===== src/pkg/encl_gate_pkg.sv =====
package encl_gate_pkg;
  // Feature-control bit positions
  localparam int FC_LOCK_BIT = 0;
  localparam int FC_LEWR_BIT = 17;
  localparam int FC_EN_BIT = 18;
  localparam logic [63:0] FC_RESET = 64'h0000_0000_0000_0000;
  // Only lock, write-enable and enable bits are writable; the rest read as zero
  localparam logic [63:0] FC_WR_MASK = 64'h0000_0000_0006_0001;

  // Register indices on the privileged register port
  localparam logic [31:0] MSR_FC_IDX = 32'h0000_0100;
  localparam logic [31:0] MSR_HASH_IDX = 32'h0000_0110;
  localparam int HASH_CNT = 4;
  localparam int HASH_AW = 2;
  localparam logic [63:0] HASH_RESET = 64'h0000_0000_0000_0000;

  // Capability query leaves and bits
  localparam logic [31:0] CAP_LEAF_ENCL = 32'h0000_0012;
  localparam logic [31:0] CAP_LEAF_EXT = 32'h0000_0007;
  localparam logic [31:0] CAP_SUB_ZERO = 32'h0000_0000;
  localparam int CAP_BASE_SET_BIT = 0;
  localparam int CAP_LC_BIT = 30;

  localparam logic [1:0] CPL_USER = 2'h3;

  // Segment descriptor: {attr, limit, base}
  localparam int BASE_W = 64;
  localparam int LIM_W = 32;
  localparam int ATTR_W = 12;
  localparam int SEG_BASE_LSB = 0;
  localparam int SEG_LIM_LSB = 64;
  localparam int SEG_ATTR_LSB = 96;
  typedef logic [ATTR_W+LIM_W+BASE_W-1:0] seg_t;

  // Leaf codes
  typedef logic [3:0] leaf_t;
  localparam leaf_t LEAF_ENTER = 4'h2;
  localparam leaf_t LEAF_RESUME = 4'h3;
  localparam leaf_t LEAF_EXIT = 4'h4;
  localparam leaf_t LEAF_DBG_RD = 4'h4;
  localparam leaf_t LEAF_DBG_WR = 4'h5;

  // Instruction classes presented by the pipeline
  typedef enum logic [2:0] {
    OPK_NONE,
    OPK_USER,
    OPK_SUPER,
    OPK_SEGCHG,
    OPK_WRFS,
    OPK_WRGS
  } op_kind_e;
endpackage

===== src/core/enclave_gate.sv =====
`timescale 1ns/1ns
module enclave_gate (
  input wire logic mclk_in,
  input wire logic srst_in,
  input wire logic msr_req_in,
  input wire logic msr_we_in,
  input wire logic [31:0] msr_idx_in,
  input wire logic [63:0] msr_wdata_in,
  output logic msr_ack_out,
  output logic msr_gp_out,
  output logic [63:0] msr_rdata_out,
  input wire logic cap_req_in,
  input wire logic [31:0] cap_leaf_in,
  input wire logic [31:0] cap_sub_in,
  input wire logic cap_base_set_in,
  input wire logic cap_lc_in,
  output logic cap_ack_out,
  output logic [31:0] cap_eax_out,
  output logic [31:0] cap_ecx_out,
  input wire logic prot_mode_in,
  input wire logic smm_in,
  input wire logic v86_in,
  input wire logic paging_in,
  input wire logic long64_in,
  input wire logic op_valid_in,
  input wire encl_gate_pkg::op_kind_e op_kind_in,
  input wire encl_gate_pkg::leaf_t leaf_in,
  input wire logic opsize_pfx_in,
  input wire logic [63:0] op_offset_in,
  input wire logic [63:0] ds_base_in,
  input wire logic [31:0] ds_limit_in,
  input wire logic [encl_gate_pkg::ATTR_W-1:0] ds_attr_in,
  input wire logic ds_usable_in,
  input wire logic ds_expdown_in,
  input wire logic base_nz_in,
  input wire logic cs_wide_mode_attr_in,
  input wire logic [1:0] cpl_in,
  input wire logic enclave_control_struct_wide_mode_attr_in,
  input wire logic [63:0] enclave_control_struct_base_in,
  input wire logic [63:0] tcs_fs_ofs_in,
  input wire logic [63:0] tcs_gs_ofs_in,
  input wire logic [31:0] tcs_fs_lim_in,
  input wire logic [31:0] tcs_gs_lim_in,
  input wire logic [63:0] ssa_fs_base_in,
  input wire logic [63:0] ssa_gs_base_in,
  input wire encl_gate_pkg::seg_t fs_cur_in,
  input wire encl_gate_pkg::seg_t gs_cur_in,
  input wire logic [63:0] wr_base_in,
  input wire logic aex_in,
  input wire logic epc_ok_in,
  output logic done_out,
  output logic ud_out,
  output logic gp_out,
  output logic [63:0] lin_addr_out,
  output logic pg_check_out,
  output logic ad_set_out,
  output logic seg_load_out,
  output encl_gate_pkg::seg_t fs_seg_out,
  output encl_gate_pkg::seg_t gs_seg_out,
  output logic ssa_save_out,
  output logic [63:0] ssa_fs_base_out,
  output logic [63:0] ssa_gs_base_out,
  output logic in_encl_out,
  output logic avail_out
);
  import encl_gate_pkg::*;

  typedef struct packed {
    logic [63:0] fc;
    logic in_encl;
    logic encl64;
    seg_t fs_sav;
    seg_t gs_sav;
    seg_t fs_act;
    seg_t gs_act;
    logic done;
    logic ud;
    logic gp;
    logic [63:0] lin;
    logic pg_chk;
    logic ad_set;
    logic seg_load;
    logic ssa_save;
    logic [63:0] ssa_fs;
    logic [63:0] ssa_gs;
    logic msr_p;
    logic msr_p_hash;
    logic msr_p_gp;
    logic [63:0] msr_p_rd;
    logic msr_ack;
    logic msr_gp;
    logic [63:0] msr_rd;
    logic cap_ack;
    logic [31:0] cap_eax;
    logic [31:0] cap_ecx;
    logic avail;
  } gate_s;

  gate_s s_q;
  gate_s s_d;

  logic avail_c;
  logic hash_hit;
  logic hash_impl;
  logic hash_wr_ok;
  logic hash_we;
  logic [63:0] hash_rdata;
  logic is_encl;
  logic is_entry;
  logic is_resume;
  logic is_exit;
  logic is_dbg;
  logic ud_c;
  logic gp_c;
  logic entry_bad;
  seg_t new_fs;
  seg_t new_gs;
  logic [63:0] lin_c;

  function automatic logic inside_ds(input logic [63:0] b, input logic [31:0] l,
                                     input logic [63:0] db, input logic [31:0] dl);
    logic [32:0] hi;
    logic [32:0] dhi;
    hi = {1'b0, b[31:0]} + {1'b0, l};
    dhi = {1'b0, db[31:0]} + {1'b0, dl};
    return (b[31:0] >= db[31:0]) && (hi <= dhi);
  endfunction

  assign avail_c = s_q.fc[FC_EN_BIT] && s_q.fc[FC_LOCK_BIT] && prot_mode_in && !smm_in && !v86_in;

  assign hash_hit = msr_idx_in[31:HASH_AW] == MSR_HASH_IDX[31:HASH_AW];
  assign hash_impl = cap_base_set_in && cap_lc_in;
  assign hash_wr_ok = s_q.fc[FC_LEWR_BIT] && s_q.fc[FC_LOCK_BIT];
  assign hash_we = msr_req_in && msr_we_in && hash_hit && hash_impl && hash_wr_ok;

  assign is_encl = op_kind_in == OPK_USER || op_kind_in == OPK_SUPER;
  assign is_entry = op_kind_in == OPK_USER && (leaf_in == LEAF_ENTER || leaf_in == LEAF_RESUME);
  assign is_resume = op_kind_in == OPK_USER && leaf_in == LEAF_RESUME;
  assign is_exit = op_kind_in == OPK_USER && leaf_in == LEAF_EXIT;
  assign is_dbg = op_kind_in == OPK_SUPER && (leaf_in == LEAF_DBG_RD || leaf_in == LEAF_DBG_WR);

  assign new_fs = {ds_attr_in, tcs_fs_lim_in, is_resume ? ssa_fs_base_in : tcs_fs_ofs_in + enclave_control_struct_base_in};
  assign new_gs = {ds_attr_in, tcs_gs_lim_in, is_resume ? ssa_gs_base_in : tcs_gs_ofs_in + enclave_control_struct_base_in};

  assign entry_bad = is_entry && (s_q.in_encl || base_nz_in || cs_wide_mode_attr_in != enclave_control_struct_wide_mode_attr_in
    || cpl_in != CPL_USER
    || (!long64_in && !(inside_ds(new_fs[SEG_BASE_LSB +: BASE_W], tcs_fs_lim_in, ds_base_in, ds_limit_in)
    && inside_ds(new_gs[SEG_BASE_LSB +: BASE_W], tcs_gs_lim_in, ds_base_in, ds_limit_in))));

  assign ud_c = (is_encl && (!avail_c || (!paging_in && !is_dbg) || opsize_pfx_in))
    || (s_q.in_encl && (op_kind_in == OPK_SEGCHG
    || ((op_kind_in == OPK_WRFS || op_kind_in == OPK_WRGS) && !s_q.encl64)));

  assign gp_c = is_encl && (!ds_usable_in || ds_expdown_in || entry_bad || (is_exit && !s_q.in_encl));

  // offset within data segment, override ignored
  assign lin_c = long64_in ? ds_base_in + op_offset_in : {32'h0000_0000, ds_base_in[31:0] + op_offset_in[31:0]};

  key_hash_mem u_hash (
    .mclk_in(mclk_in),
    .srst_in(srst_in),
    .we_in(hash_we),
    .waddr_in(msr_idx_in[HASH_AW-1:0]),
    .wdata_in(msr_wdata_in),
    .raddr_in(msr_idx_in[HASH_AW-1:0]),
    .rdata_out(hash_rdata)
  );

  always_comb begin
    s_d = s_q;
    s_d.avail = avail_c;
    s_d.done = 1'b0;
    s_d.ud = 1'b0;
    s_d.gp = 1'b0;
    s_d.pg_chk = 1'b0;
    s_d.ad_set = 1'b0;
    s_d.seg_load = 1'b0;
    s_d.ssa_save = 1'b0;
    s_d.msr_ack = 1'b0;
    s_d.msr_gp = 1'b0;
    s_d.msr_p = 1'b0;
    s_d.msr_p_hash = 1'b0;
    s_d.msr_p_gp = 1'b0;
    s_d.msr_p_rd = 64'h0000_0000_0000_0000;
    s_d.cap_ack = 1'b0;

    if (cap_req_in) begin
      s_d.cap_ack = 1'b1;
      s_d.cap_eax = 32'h0000_0000;
      s_d.cap_ecx = 32'h0000_0000;
      if (cap_leaf_in == CAP_LEAF_ENCL && cap_sub_in == CAP_SUB_ZERO) begin
        s_d.cap_eax[CAP_BASE_SET_BIT] = cap_base_set_in;
      end
      if (cap_leaf_in == CAP_LEAF_EXT && cap_sub_in == CAP_SUB_ZERO) begin
        s_d.cap_ecx[CAP_LC_BIT] = cap_lc_in;
      end
    end

    // Second stage waits for the hash memory's registered read
    if (s_q.msr_p) begin
      s_d.msr_ack = 1'b1;
      s_d.msr_gp = s_q.msr_p_gp;
      s_d.msr_rd = s_q.msr_p_hash ? hash_rdata : s_q.msr_p_rd;
    end

    if (msr_req_in) begin
      s_d.msr_p = 1'b1;
      if (msr_idx_in == MSR_FC_IDX) begin
        if (!msr_we_in) begin
          s_d.msr_p_rd = s_q.fc;
        end else if (s_q.fc[FC_LOCK_BIT]) begin
          s_d.msr_p_gp = 1'b1;
        end else begin
          s_d.fc = msr_wdata_in & FC_WR_MASK;
        end
      end else if (hash_hit && hash_impl) begin
        s_d.msr_p_gp = msr_we_in && !hash_wr_ok;
        s_d.msr_p_hash = !msr_we_in;
      end else begin
        s_d.msr_p_gp = 1'b1;
      end
    end

    if (op_valid_in && op_kind_in != OPK_NONE) begin
      s_d.done = 1'b1;
      s_d.ud = ud_c;
      s_d.gp = !ud_c && gp_c;
      s_d.lin = lin_c;
      s_d.pg_chk = is_encl && !ud_c && !gp_c && paging_in;
      // flags may update on page accesses without #UD, including ones that take #GP
      s_d.ad_set = is_encl && !ud_c && paging_in && epc_ok_in;
      if (!ud_c && !gp_c) begin
        if (is_entry) begin
          s_d.fs_sav = fs_cur_in;
          s_d.gs_sav = gs_cur_in;
          s_d.fs_act = new_fs;
          s_d.gs_act = new_gs;
          s_d.in_encl = 1'b1;
          s_d.encl64 = enclave_control_struct_wide_mode_attr_in;
          s_d.seg_load = 1'b1;
        end else if (is_exit) begin
          s_d.fs_act = s_q.fs_sav;
          s_d.gs_act = s_q.gs_sav;
          s_d.in_encl = 1'b0;
          s_d.seg_load = 1'b1;
        end else if (s_q.in_encl && op_kind_in == OPK_WRFS) begin
          s_d.fs_act[SEG_BASE_LSB +: BASE_W] = wr_base_in;
        end else if (s_q.in_encl && op_kind_in == OPK_WRGS) begin
          s_d.gs_act[SEG_BASE_LSB +: BASE_W] = wr_base_in;
        end
      end
    end else if (aex_in && s_q.in_encl) begin
      // bases go to the save frame
      s_d.ssa_save = 1'b1;
      s_d.ssa_fs = s_q.fs_act[SEG_BASE_LSB +: BASE_W];
      s_d.ssa_gs = s_q.gs_act[SEG_BASE_LSB +: BASE_W];
      s_d.fs_act = s_q.fs_sav;
      s_d.gs_act = s_q.gs_sav;
      s_d.in_encl = 1'b0;
      s_d.seg_load = 1'b1;
    end
  end

  always_ff @(posedge mclk_in) begin
    if (srst_in) begin
      s_q <= '0;
      s_q.fc <= FC_RESET;
    end else begin
      s_q <= s_d;
    end
  end

  assign msr_ack_out = s_q.msr_ack;
  assign msr_gp_out = s_q.msr_gp;
  assign msr_rdata_out = s_q.msr_rd;
  assign cap_ack_out = s_q.cap_ack;
  assign cap_eax_out = s_q.cap_eax;
  assign cap_ecx_out = s_q.cap_ecx;
  assign done_out = s_q.done;
  assign ud_out = s_q.ud;
  assign gp_out = s_q.gp;
  assign lin_addr_out = s_q.lin;
  assign pg_check_out = s_q.pg_chk;
  assign ad_set_out = s_q.ad_set;
  assign seg_load_out = s_q.seg_load;
  assign fs_seg_out = s_q.fs_act;
  assign gs_seg_out = s_q.gs_act;
  assign ssa_save_out = s_q.ssa_save;
  assign ssa_fs_base_out = s_q.ssa_fs;
  assign ssa_gs_base_out = s_q.ssa_gs;
  assign in_encl_out = s_q.in_encl;
  assign avail_out = s_q.avail;
endmodule


===== src/core/key_hash_mem.sv =====
`timescale 1ns/1ns
module key_hash_mem (
  input wire logic mclk_in,
  input wire logic srst_in,
  input wire logic we_in,
  input wire logic [encl_gate_pkg::HASH_AW-1:0] waddr_in,
  input wire logic [63:0] wdata_in,
  input wire logic [encl_gate_pkg::HASH_AW-1:0] raddr_in,
  output logic [63:0] rdata_out
);
  import encl_gate_pkg::*;

  typedef struct packed {
    logic [HASH_CNT-1:0][63:0] word;
    logic [63:0] rdata;
  } mem_s;

  mem_s s_q;
  mem_s s_d;

  always_comb begin
    s_d = s_q;
    s_d.rdata = s_q.word[raddr_in];
    if (we_in) begin
      s_d.word[waddr_in] = wdata_in;
    end
  end

  always_ff @(posedge mclk_in) begin
    if (srst_in) begin
      s_q.word <= {HASH_CNT{HASH_RESET}};
      s_q.rdata <= HASH_RESET;
    end else begin
      s_q <= s_d;
    end
  end

  assign rdata_out = s_q.rdata;
endmodule


===== config.mk =====
export PLATFORM = sky130hd
export DESIGN_NAME = enclave_gate
export DESIGN_NICKNAME = d
export VERILOG_FILES = /design/src/pkg/encl_gate_pkg.sv /design/src/core/enclave_gate.sv /design/src/core/key_hash_mem.sv
export SDC_FILE = /design/constraint.sdc
export NUM_CORES = 2
export LEC_CHECK = 0
export BUFFER_PORTS_ARGS = -buffer_cell sky130_fd_sc_hd__buf_2
export CAP_MARGIN = 0
export CORE_AREA = 2 2 610 612
export DETAILED_ROUTE_END_ITERATION = 10
export DIE_AREA = 0 0 612 614
export PLACE_DENSITY = 0.31
export SETUP_SLACK_MARGIN = 0.3
export SLEW_MARGIN = 15
export SYNTH_ARGS = -nofsm -noshare
export SYNTH_HDL_FRONTEND = slang
export SYNTH_HIERARCHICAL = 1
export SYNTH_SLANG_ARGS = --single-unit

===== constraint.sdc =====
create_clock -name mclk_in -period 10.2 [get_ports mclk_in]
set_input_delay 0.51 -clock mclk_in [delete_from_list [all_inputs] [get_ports mclk_in]]
set_output_delay 0.51 -clock mclk_in [all_outputs]
set_load 0.03 [all_outputs]

Yosys cells after proc, flatten, opt, wreduce, memory -nomap -nowiden

Cells that the tools add are included.

Register bits after elaboration: 1032
Input bits: 1026
Output and inout bits: 548
Logic and storage cells: 206

Add/subtract/negate cells: 7
$lt $le $gt $ge: 6
Equal/unequal tests: 20
Multiplexer cells: 45
Bitwise gates (word level): 6
Reduce and logical (&&, ||, !) cells: 86

Operators with widths:

| kind                  | number |
|---|---|
| $mux W64              | 12 |
| $mux W216             | 3 |
| $mux W434             | 1 |
| $bwmux W256           | 1 |
| $mux W217             | 1 |
| $add A64 B64 Y64      | 3 |
| $mux W130             | 1 |
| $bmux W64 S2          | 1 |
| $demux W64 S2         | 1 |
| $add A32 B32 Y33      | 3 |
| $mux W44              | 2 |
| $mux W69              | 1 |
| $mux W67              | 1 |
| $le A33 B33 Y1        | 2 |
| $mux W66              | 1 |
| $mux W65              | 1 |
| $ge A32 B32 Y1        | 2 |
| $logic_and A1 B1 Y1   | 41 |
| $add A32 B32 Y32      | 1 |
| $eq A32 B3 Y1 const B | 1 |
| $eq A32 B5 Y1 const B | 1 |
| $eq A32 B9 Y1 const B | 1 |
| $logic_not A32 Y1     | 1 |
| $eq A30 B7 Y1 const B | 1 |
| other kinds (25)      | 86 |

Longest topological paths before layout

Depth after elaboration: 18
Mapped depth: 36
Gate-level depth less buffers: 34

Cells and area by module

The synthesis kept the hierarchy.

By module, submodules not included:

| module       | instances | cells an instance | area an instance (um^2) | seq. area each (um^2) |
|---|---|---|---|---|
| enclave_gate | 1         | 7027              | 52053.7                 | 14253.7 |
| key_hash_mem | 1         | 1252              | 13733.2                 | 6406.1 |

Least setup slack after synthesis

OpenSTA, ideal clock, no wires.

Path kind: input port to flip-flop
Start point: input op_kind_in[0]
End point: register s_q (netlist bit fs_seg_out[40])
Setup time: 88 ps
Data arrival time: 7629 ps
Data required time: 10112 ps
Slack: 2482 ps
Stages: 31
Path buffers: 5
Cells stage by stage: buf_4 -> or4b_1 -> or3b_1 -> buf_2 -> nor2_1 -> clkbuf_1 -> mux2i_1 -> inv_1 -> ha_1 -> a211oi_1 -> o21ai_0 -> a31oi_1 -> o211ai_1 -> a2111oi_0 -> o41ai_1 -> a21o_1 -> a21o_1 -> a41o_1 -> a21oi_1 -> xnor2_1 -> ha_1 -> nand4_1 -> nor4_1 -> nand4_1 -> a22oi_2 -> a31oi_1 -> nor3_1 -> buf_2 -> clkbuf_1 -> nand3_1 -> a311oi_2

Cells in the longest elaborated chain, start to end: 18
Elaborated cells on any way between the ends: 53
Classes of those cells: add/sub (2); order compare (4); eq/ne (7); mux (6); reduce/logical (34)

Ends and longest elaborated chain:

| what                               | line                                     | source |
|---|---|---|
| start: declaration                 | enclave_gate.sv:26                       | `input wire encl_gate_pkg::op_kind_e op_kind_in,` |
| $eq A3 B1 Y1                       | --                                       |  |
| $logic_and A1 B1 Y1                | enclave_gate.sv:138                      | `assign is_resume = op_kind_in == OPK_USER && leaf_in == LEAF_RESUME;` |
| $mux W64 (on tied branches)        | enclave_gate.sv:142, enclave_gate.sv:143 |  |
| $add A32 B32 Y33                   | enclave_gate.sv:124                      | `hi = {1'b0, b[31:0]} + {1'b0, l};` |
| $le A33 B33 Y1                     | enclave_gate.sv:126                      | `return (b[31:0] >= db[31:0]) && (hi <= dhi);` |
| $logic_and A1 B1 Y1                | enclave_gate.sv:126                      |  |
| $logic_and A1 B1 Y1                | enclave_gate.sv:148                      | `&& inside_ds(new_gs[SEG_BASE_LSB +: BASE_W], tcs_gs_lim_in, ds_base_in, ds_limit_in))));` |
| $logic_not A1 Y1                   | enclave_gate.sv:147                      | `\|\| (!long64_in && !(inside_ds(new_fs[SEG_BASE_LSB +: BASE_W], tcs_fs_lim_in, ds_base_in, ds_limit_in)` |
| $logic_and A1 B1 Y1                | enclave_gate.sv:147                      |  |
| $logic_or A1 B1 Y1                 | enclave_gate.sv:147                      |  |
| $logic_and A1 B1 Y1                | enclave_gate.sv:145                      | `assign entry_bad = is_entry && (s_q.in_encl \|\| base_nz_in \|\| cs_wide_mode_attr_in != enclave_control_struct_wi ...` |
| $logic_or A1 B1 Y1 (2 in series)   | enclave_gate.sv:154                      | `assign gp_c = is_encl && (!ds_usable_in \|\| ds_expdown_in \|\| entry_bad \|\| (is_exit && !s_q.in_encl));` |
| $logic_and A1 B1 Y1                | enclave_gate.sv:154                      |  |
| $logic_not A1 Y1                   | enclave_gate.sv:232                      | `if (!ud_c && !gp_c) begin` |
| $logic_and A1 B1 Y1                | enclave_gate.sv:232                      |  |
| $ne A2 B1 Y1 (no source line)      | --                                       |  |
| $reduce_and A3 Y1 (no source line) | --                                       |  |
| end: declaration                   | enclave_gate.sv:99                       | `gate_s s_q;` |

Several ways; a longest one is shown, not always the timed one. The select of a mux whose other input is x is not followed.
A chain may end at the register's enable or synchronous reset.

Final worst setup path

Start point: input enclave_control_struct_base_in[0]
End point: register s_q[721] (netlist bit)

Cells in the longest elaborated chain, start to end: 16
Elaborated cells on any way between the ends: 23
Classes of those cells: add/sub (4); order compare (4); mux (2); reduce/logical (13)

Ends and longest elaborated chain:

| what                                 | line                                     | source |
|---|---|---|
| start: declaration                   | enclave_gate.sv:39                       | `input wire logic [63:0] enclave_control_struct_base_in,` |
| $add A64 B64 Y64 (on tied branches)  | enclave_gate.sv:142, enclave_gate.sv:143 |  |
| $mux W64 (on tied branches)          | enclave_gate.sv:142, enclave_gate.sv:143 |  |
| $add A32 B32 Y33                     | enclave_gate.sv:124                      |  |
| $le A33 B33 Y1                       | enclave_gate.sv:126                      |  |
| $logic_and A1 B1 Y1                  | enclave_gate.sv:126                      |  |
| $logic_and A1 B1 Y1 *                | enclave_gate.sv:148                      |  |
| $logic_not A1 Y1 *                   | enclave_gate.sv:147                      |  |
| $logic_and A1 B1 Y1 *                | enclave_gate.sv:147                      |  |
| $logic_or A1 B1 Y1 *                 | enclave_gate.sv:147                      |  |
| $logic_and A1 B1 Y1 *                | enclave_gate.sv:145                      |  |
| $logic_or A1 B1 Y1 * (2 in series)   | enclave_gate.sv:154                      |  |
| $logic_and A1 B1 Y1 *                | enclave_gate.sv:154                      |  |
| $logic_not A1 Y1 *                   | enclave_gate.sv:232                      |  |
| $logic_and A1 B1 Y1 *                | enclave_gate.sv:232                      |  |
| $reduce_and A3 Y1 (no source line) * | --                                       |  |

Mark *: on every way between the ends. The rest lies on a longest branch, timed or not.

==> qor.csv <==
stage,metric,value,unit
run_status,run status,completed,
clocking,Clock Tree Buf Depth,4,
power_and_ir_drop,maximum vdd drop,0.116,mV
sta,Final Skew,94.9,ps
sta,Fin Hold WS,65.7,ps
route,Residual DRC,0,
clocking,Root Driver,clkbuf_16,
sta,final hold violations,0,
floorplanning,num ports,1574,
placed_design,DP Area,75900,µm²
clocking,clock-pin slew on the worst setup and hold paths,70,ps
synth,YS warnings,6,
synth,post-synth top area share,31.4,%
floorplanning,Die Height,614,µm
placed_design,IO buf count,1511,
placed_design,dpl ws,581,ps
global_route,first-pass GRT wire length,571,mm
power_and_ir_drop,Net Switching,4.85,mW
finish,fin nets,10900,
clocking,clock latency on the worst-skew pair,890,ps
critical_path,Worst Setup SP,enclave_control_struct_base_in[0],
power_and_ir_drop,Power Density,159,nW/µm²
global_route,pin count of the biggest net entering global routing,166,
finish,Layout fillers,41300,
sta,minimum clock period,8850,ps
power_and_ir_drop,Pint,8.43,mW
finish,share of cells above drive strength 1,21.9,%
worst_hold_path,hold path start,tcs_fs_lim_in[27],
synth,Yosys cell types,98,
global_route,initial antenna violation count,248,
global_route,grt total ovfl,0,
placed_design,Inst Count DP,14000,
route,post-route ant nets,0,
clocking,TritonCTS buffer count,145,
synth,Cells after Synth,8279,
sta,worst setup margin,1350,ps
run,MaxCap Viol Count,0,
floorplanning,core area,370000,µm²
power_and_ir_drop,clock network power share,38.9,%
synth,syn avg cell area,7.95,µm²
sta,slew margin rel.,10.0,%
global_route,Tot GR Track Use,22.0,%
clocking,htree depth,4,
clocking,post-cts resize count,0,
synth,Synth Flop Type,dfxtp_1,
worst_hold_path,HP Class,in2reg,
sta,unrepaired setup endpoints after global routing,false,
clocking,Post-CTS Setup Inserts,0,
critical_path,Startpoint Class,primary input,
finish,final non-filler cell total,14600,
global_route,vias in the first global route,64800,
clocking,clock sink count,1032,
power_and_ir_drop,sequential power share,31.8,%
synth,Synth area leader,dfxtp_1,
sta,Worst-Margin Slew,1340,ps
placed_design,HPWL Detailed,358,mm
power_and_ir_drop,Net Sw Frac,36.5,%
sta,final setup fails,0,
floorplanning,Die Width,612,µm
critical_path,crit path DAT,9680,ps
route,final WL,435,mm
sta,f_max,0.113,GHz
sta,Setup TNS,0,ps
finish,"Area growth, synth to finish",27.2,%
finish,Multi-input gate area,38500,µm²
route,Iter 0 DRT Violations,4809,
placed_design,GP Congestion,0.955,
floorplanning,full die area,376000,µm²
power_and_ir_drop,combinational power share,29.3,%
synth,register area share after synthesis,31.4,%
synth,synthesized flop and latch total,1032,
critical_path,critical path's largest stage delay,660,ps
floorplanning,initial core utilization,17.8,%
critical_path,Worst Path Max Fanout,23,
sta,final worst-path cycle share,86.8,%
synth,Post-synth EDFFs,0,
synth,fraction of registers with async set/reset,0,%
route,Routed WL per cell,29.8,µm
power_and_ir_drop,LEAKAGE,35.5,nW
critical_path,CP max stage cell,a21oi_2,
sta,pins over their slew limit,0,
finish,Final Cell Area,83700,µm²
route,vias per cell,4.59,
critical_path,worst endpoint required time,11020,ps
clocking,CTS tree,built,
critical_path,RR Startpoint,s_q[832],
route,Via Count,67000,
critical_path,Setup CP Type,in2reg,
critical_path,CP endpoint kind,flip-flop,
synth,Area contributors post-synth,"dfxtp_1 31%, ha_1 7.9%, buf_4 7.3%",
route,DRT Pass-1 Iters,5,
finish,Reg area,20700,µm²
floorplanning,row cnt,224,
synth,synthesized area,65800,µm²
[worst max-delay path, delay by kind of cell]
family	cells	cell delay (ps)
buf+inv	6	1390
fa+ha+maj	4	1370
simple gates	6	1150
xor+xnor	2	350
compound gates	18	4830
[stage by stage]
| step | utilization (%) | total power, mW |
|---|---|---|
| 2_1_floorplan | - | 6.48 |
| 3_3_place_gp | 20.5 | 8.09 |
| 3_5_place_dp | 20.5 | 8.10 |
| 4_1_cts | 22.5 | 13.5 |
| 5_1_grt | 22.6 | 13.9 |
| 6_report | 22.6 | 13.3 |
[cell usage in the layout, fill, tap and decap left out, types with 93 or more instances in the layout]
cell              n
nor2b_1          93
clkbuf_16       147
o21ai_0         254
diode_2         111
ha_1            416
nor3_1          207
nand4_1          93
dlygate4sd3_1   289
nand3_1         103
a221oi_1        145
buf_4           188
mux2i_1         403
nor2_1          563
xnor2_1         152
a21oi_1         860
nand2_1        1220
nand2b_1        353
buf_2          1509
dfxtp_1        1031
a21o_1          158
inv_1           134
[final cells by class]
cell class	instances	share of cell area, %
Inverter	135	0.606
Timing Repair Buffer	2039	15.4
Sequential cell	1032	24.7
Antenna cell	111	0.332
Clock buffer	212	5.07
Multi-Input combinational cell	6073	46.0
Tap cell	4972	7.44
Clock inverter	37	0.462
[cells in the mapped netlist, types with 9 or more instances]
library cell  number
nand2_1         1222
dfxtp_1         1032
a21oi_1          885
buf_4            637
nor2_1           565
ha_1             416
mux2i_1          403
clkbuf_1         371
nand2b_1         354
o21ai_0          270
nor3_1           209
a21o_1           158
xnor2_1          152
a221oi_1         145
inv_1            134
nand3_1          105
nand4_1           93
nor2b_1           93
xor2_1            89
a31oi_1           81
a211oi_1          73
o22ai_1           73
buf_2             65
o211ai_1          57
o21bai_1          57
nor4_1            39
and3_1            38
o21a_1            37
a311oi_1          35
and2_1            34
o31ai_1           25
a32oi_1           21
a211oi_2          18
a311oi_2          18
a21boi_0          14
o21ai_1           14
a22o_1            13
a41oi_1           13
buf_6             13
or3_1             13
buf_1             12
a211o_1           10
and4_1            10
nor4b_1            9
[what timing repair did]
action / in CTS / in global routing
endpoints found under the setup margin: 0 / 0
hold buffers: 289 / 0
hold endpoints to repair: 388 / 0
[power by group through the flow]
stage                     logic [mW]  clock network [mW]  registers, mW
final                           3.89                5.16           4.23
after global routing            4.19                5.50           4.23
after CTS                       3.91                5.35           4.23
after detailed placement        3.79                   0           4.32
after global placement          3.78                   0           4.32
after floorplan                 2.24                   0           4.24
[final timing paths]
| path | slack (ps) | depth (start not counted) | endpoint |
|---|---|---|---|
| hold / removal | 70 | 3 | fs_seg_out[91] |
| hold reg to reg | 440 | 1 | msr_gp_out |
| setup / recovery | 1350 | 36 | s_q[721] |
| setup reg to reg | 6370 | 9 | fs_seg_out[97] |
[flip-flops by register name, indices dropped and copies added (netlist names), 64 cells and up]
register,count
fs_seg_out,108
gs_seg_out,108
lin_addr_out,64
msr_rdata_out,64
s_q,226
ssa_fs_base_out,64
ssa_gs_base_out,64
u_hash/rdata_out,64
u_hash/s_q,256
[cell families (layout without fill, tap and decap cells)]
logic type | Yosys count | in the layout | synth area share [%]
AND/OR/NAND/NOR | 2831 | 2831 | 19.7
AO/OA/AOI/OAI | 2112 | 2112 | 20.4
buffers and inverters | 1235 | 2423 | 11.0
flip-flops | 1032 | 1032 | 31.4
adder cells (fa/ha/maj) | 422 | 422 | 8.09
multiplexers | 405 | 405 | 6.17
XOR/XNOR | 241 | 241 | 3.21
other | 1 | 173 | 0.00570
[metal layers]
layer,GRT usage (%),part of all wire [%],vias up
met5,0,0.12,-
met4,12.1,5.9,86
met3,4.87,6.2,795
met2,36.6,47,2408
met1,26.1,41,32800
li1,-,-,31000
No activity file was read; power rests on OpenSTA's default activity.
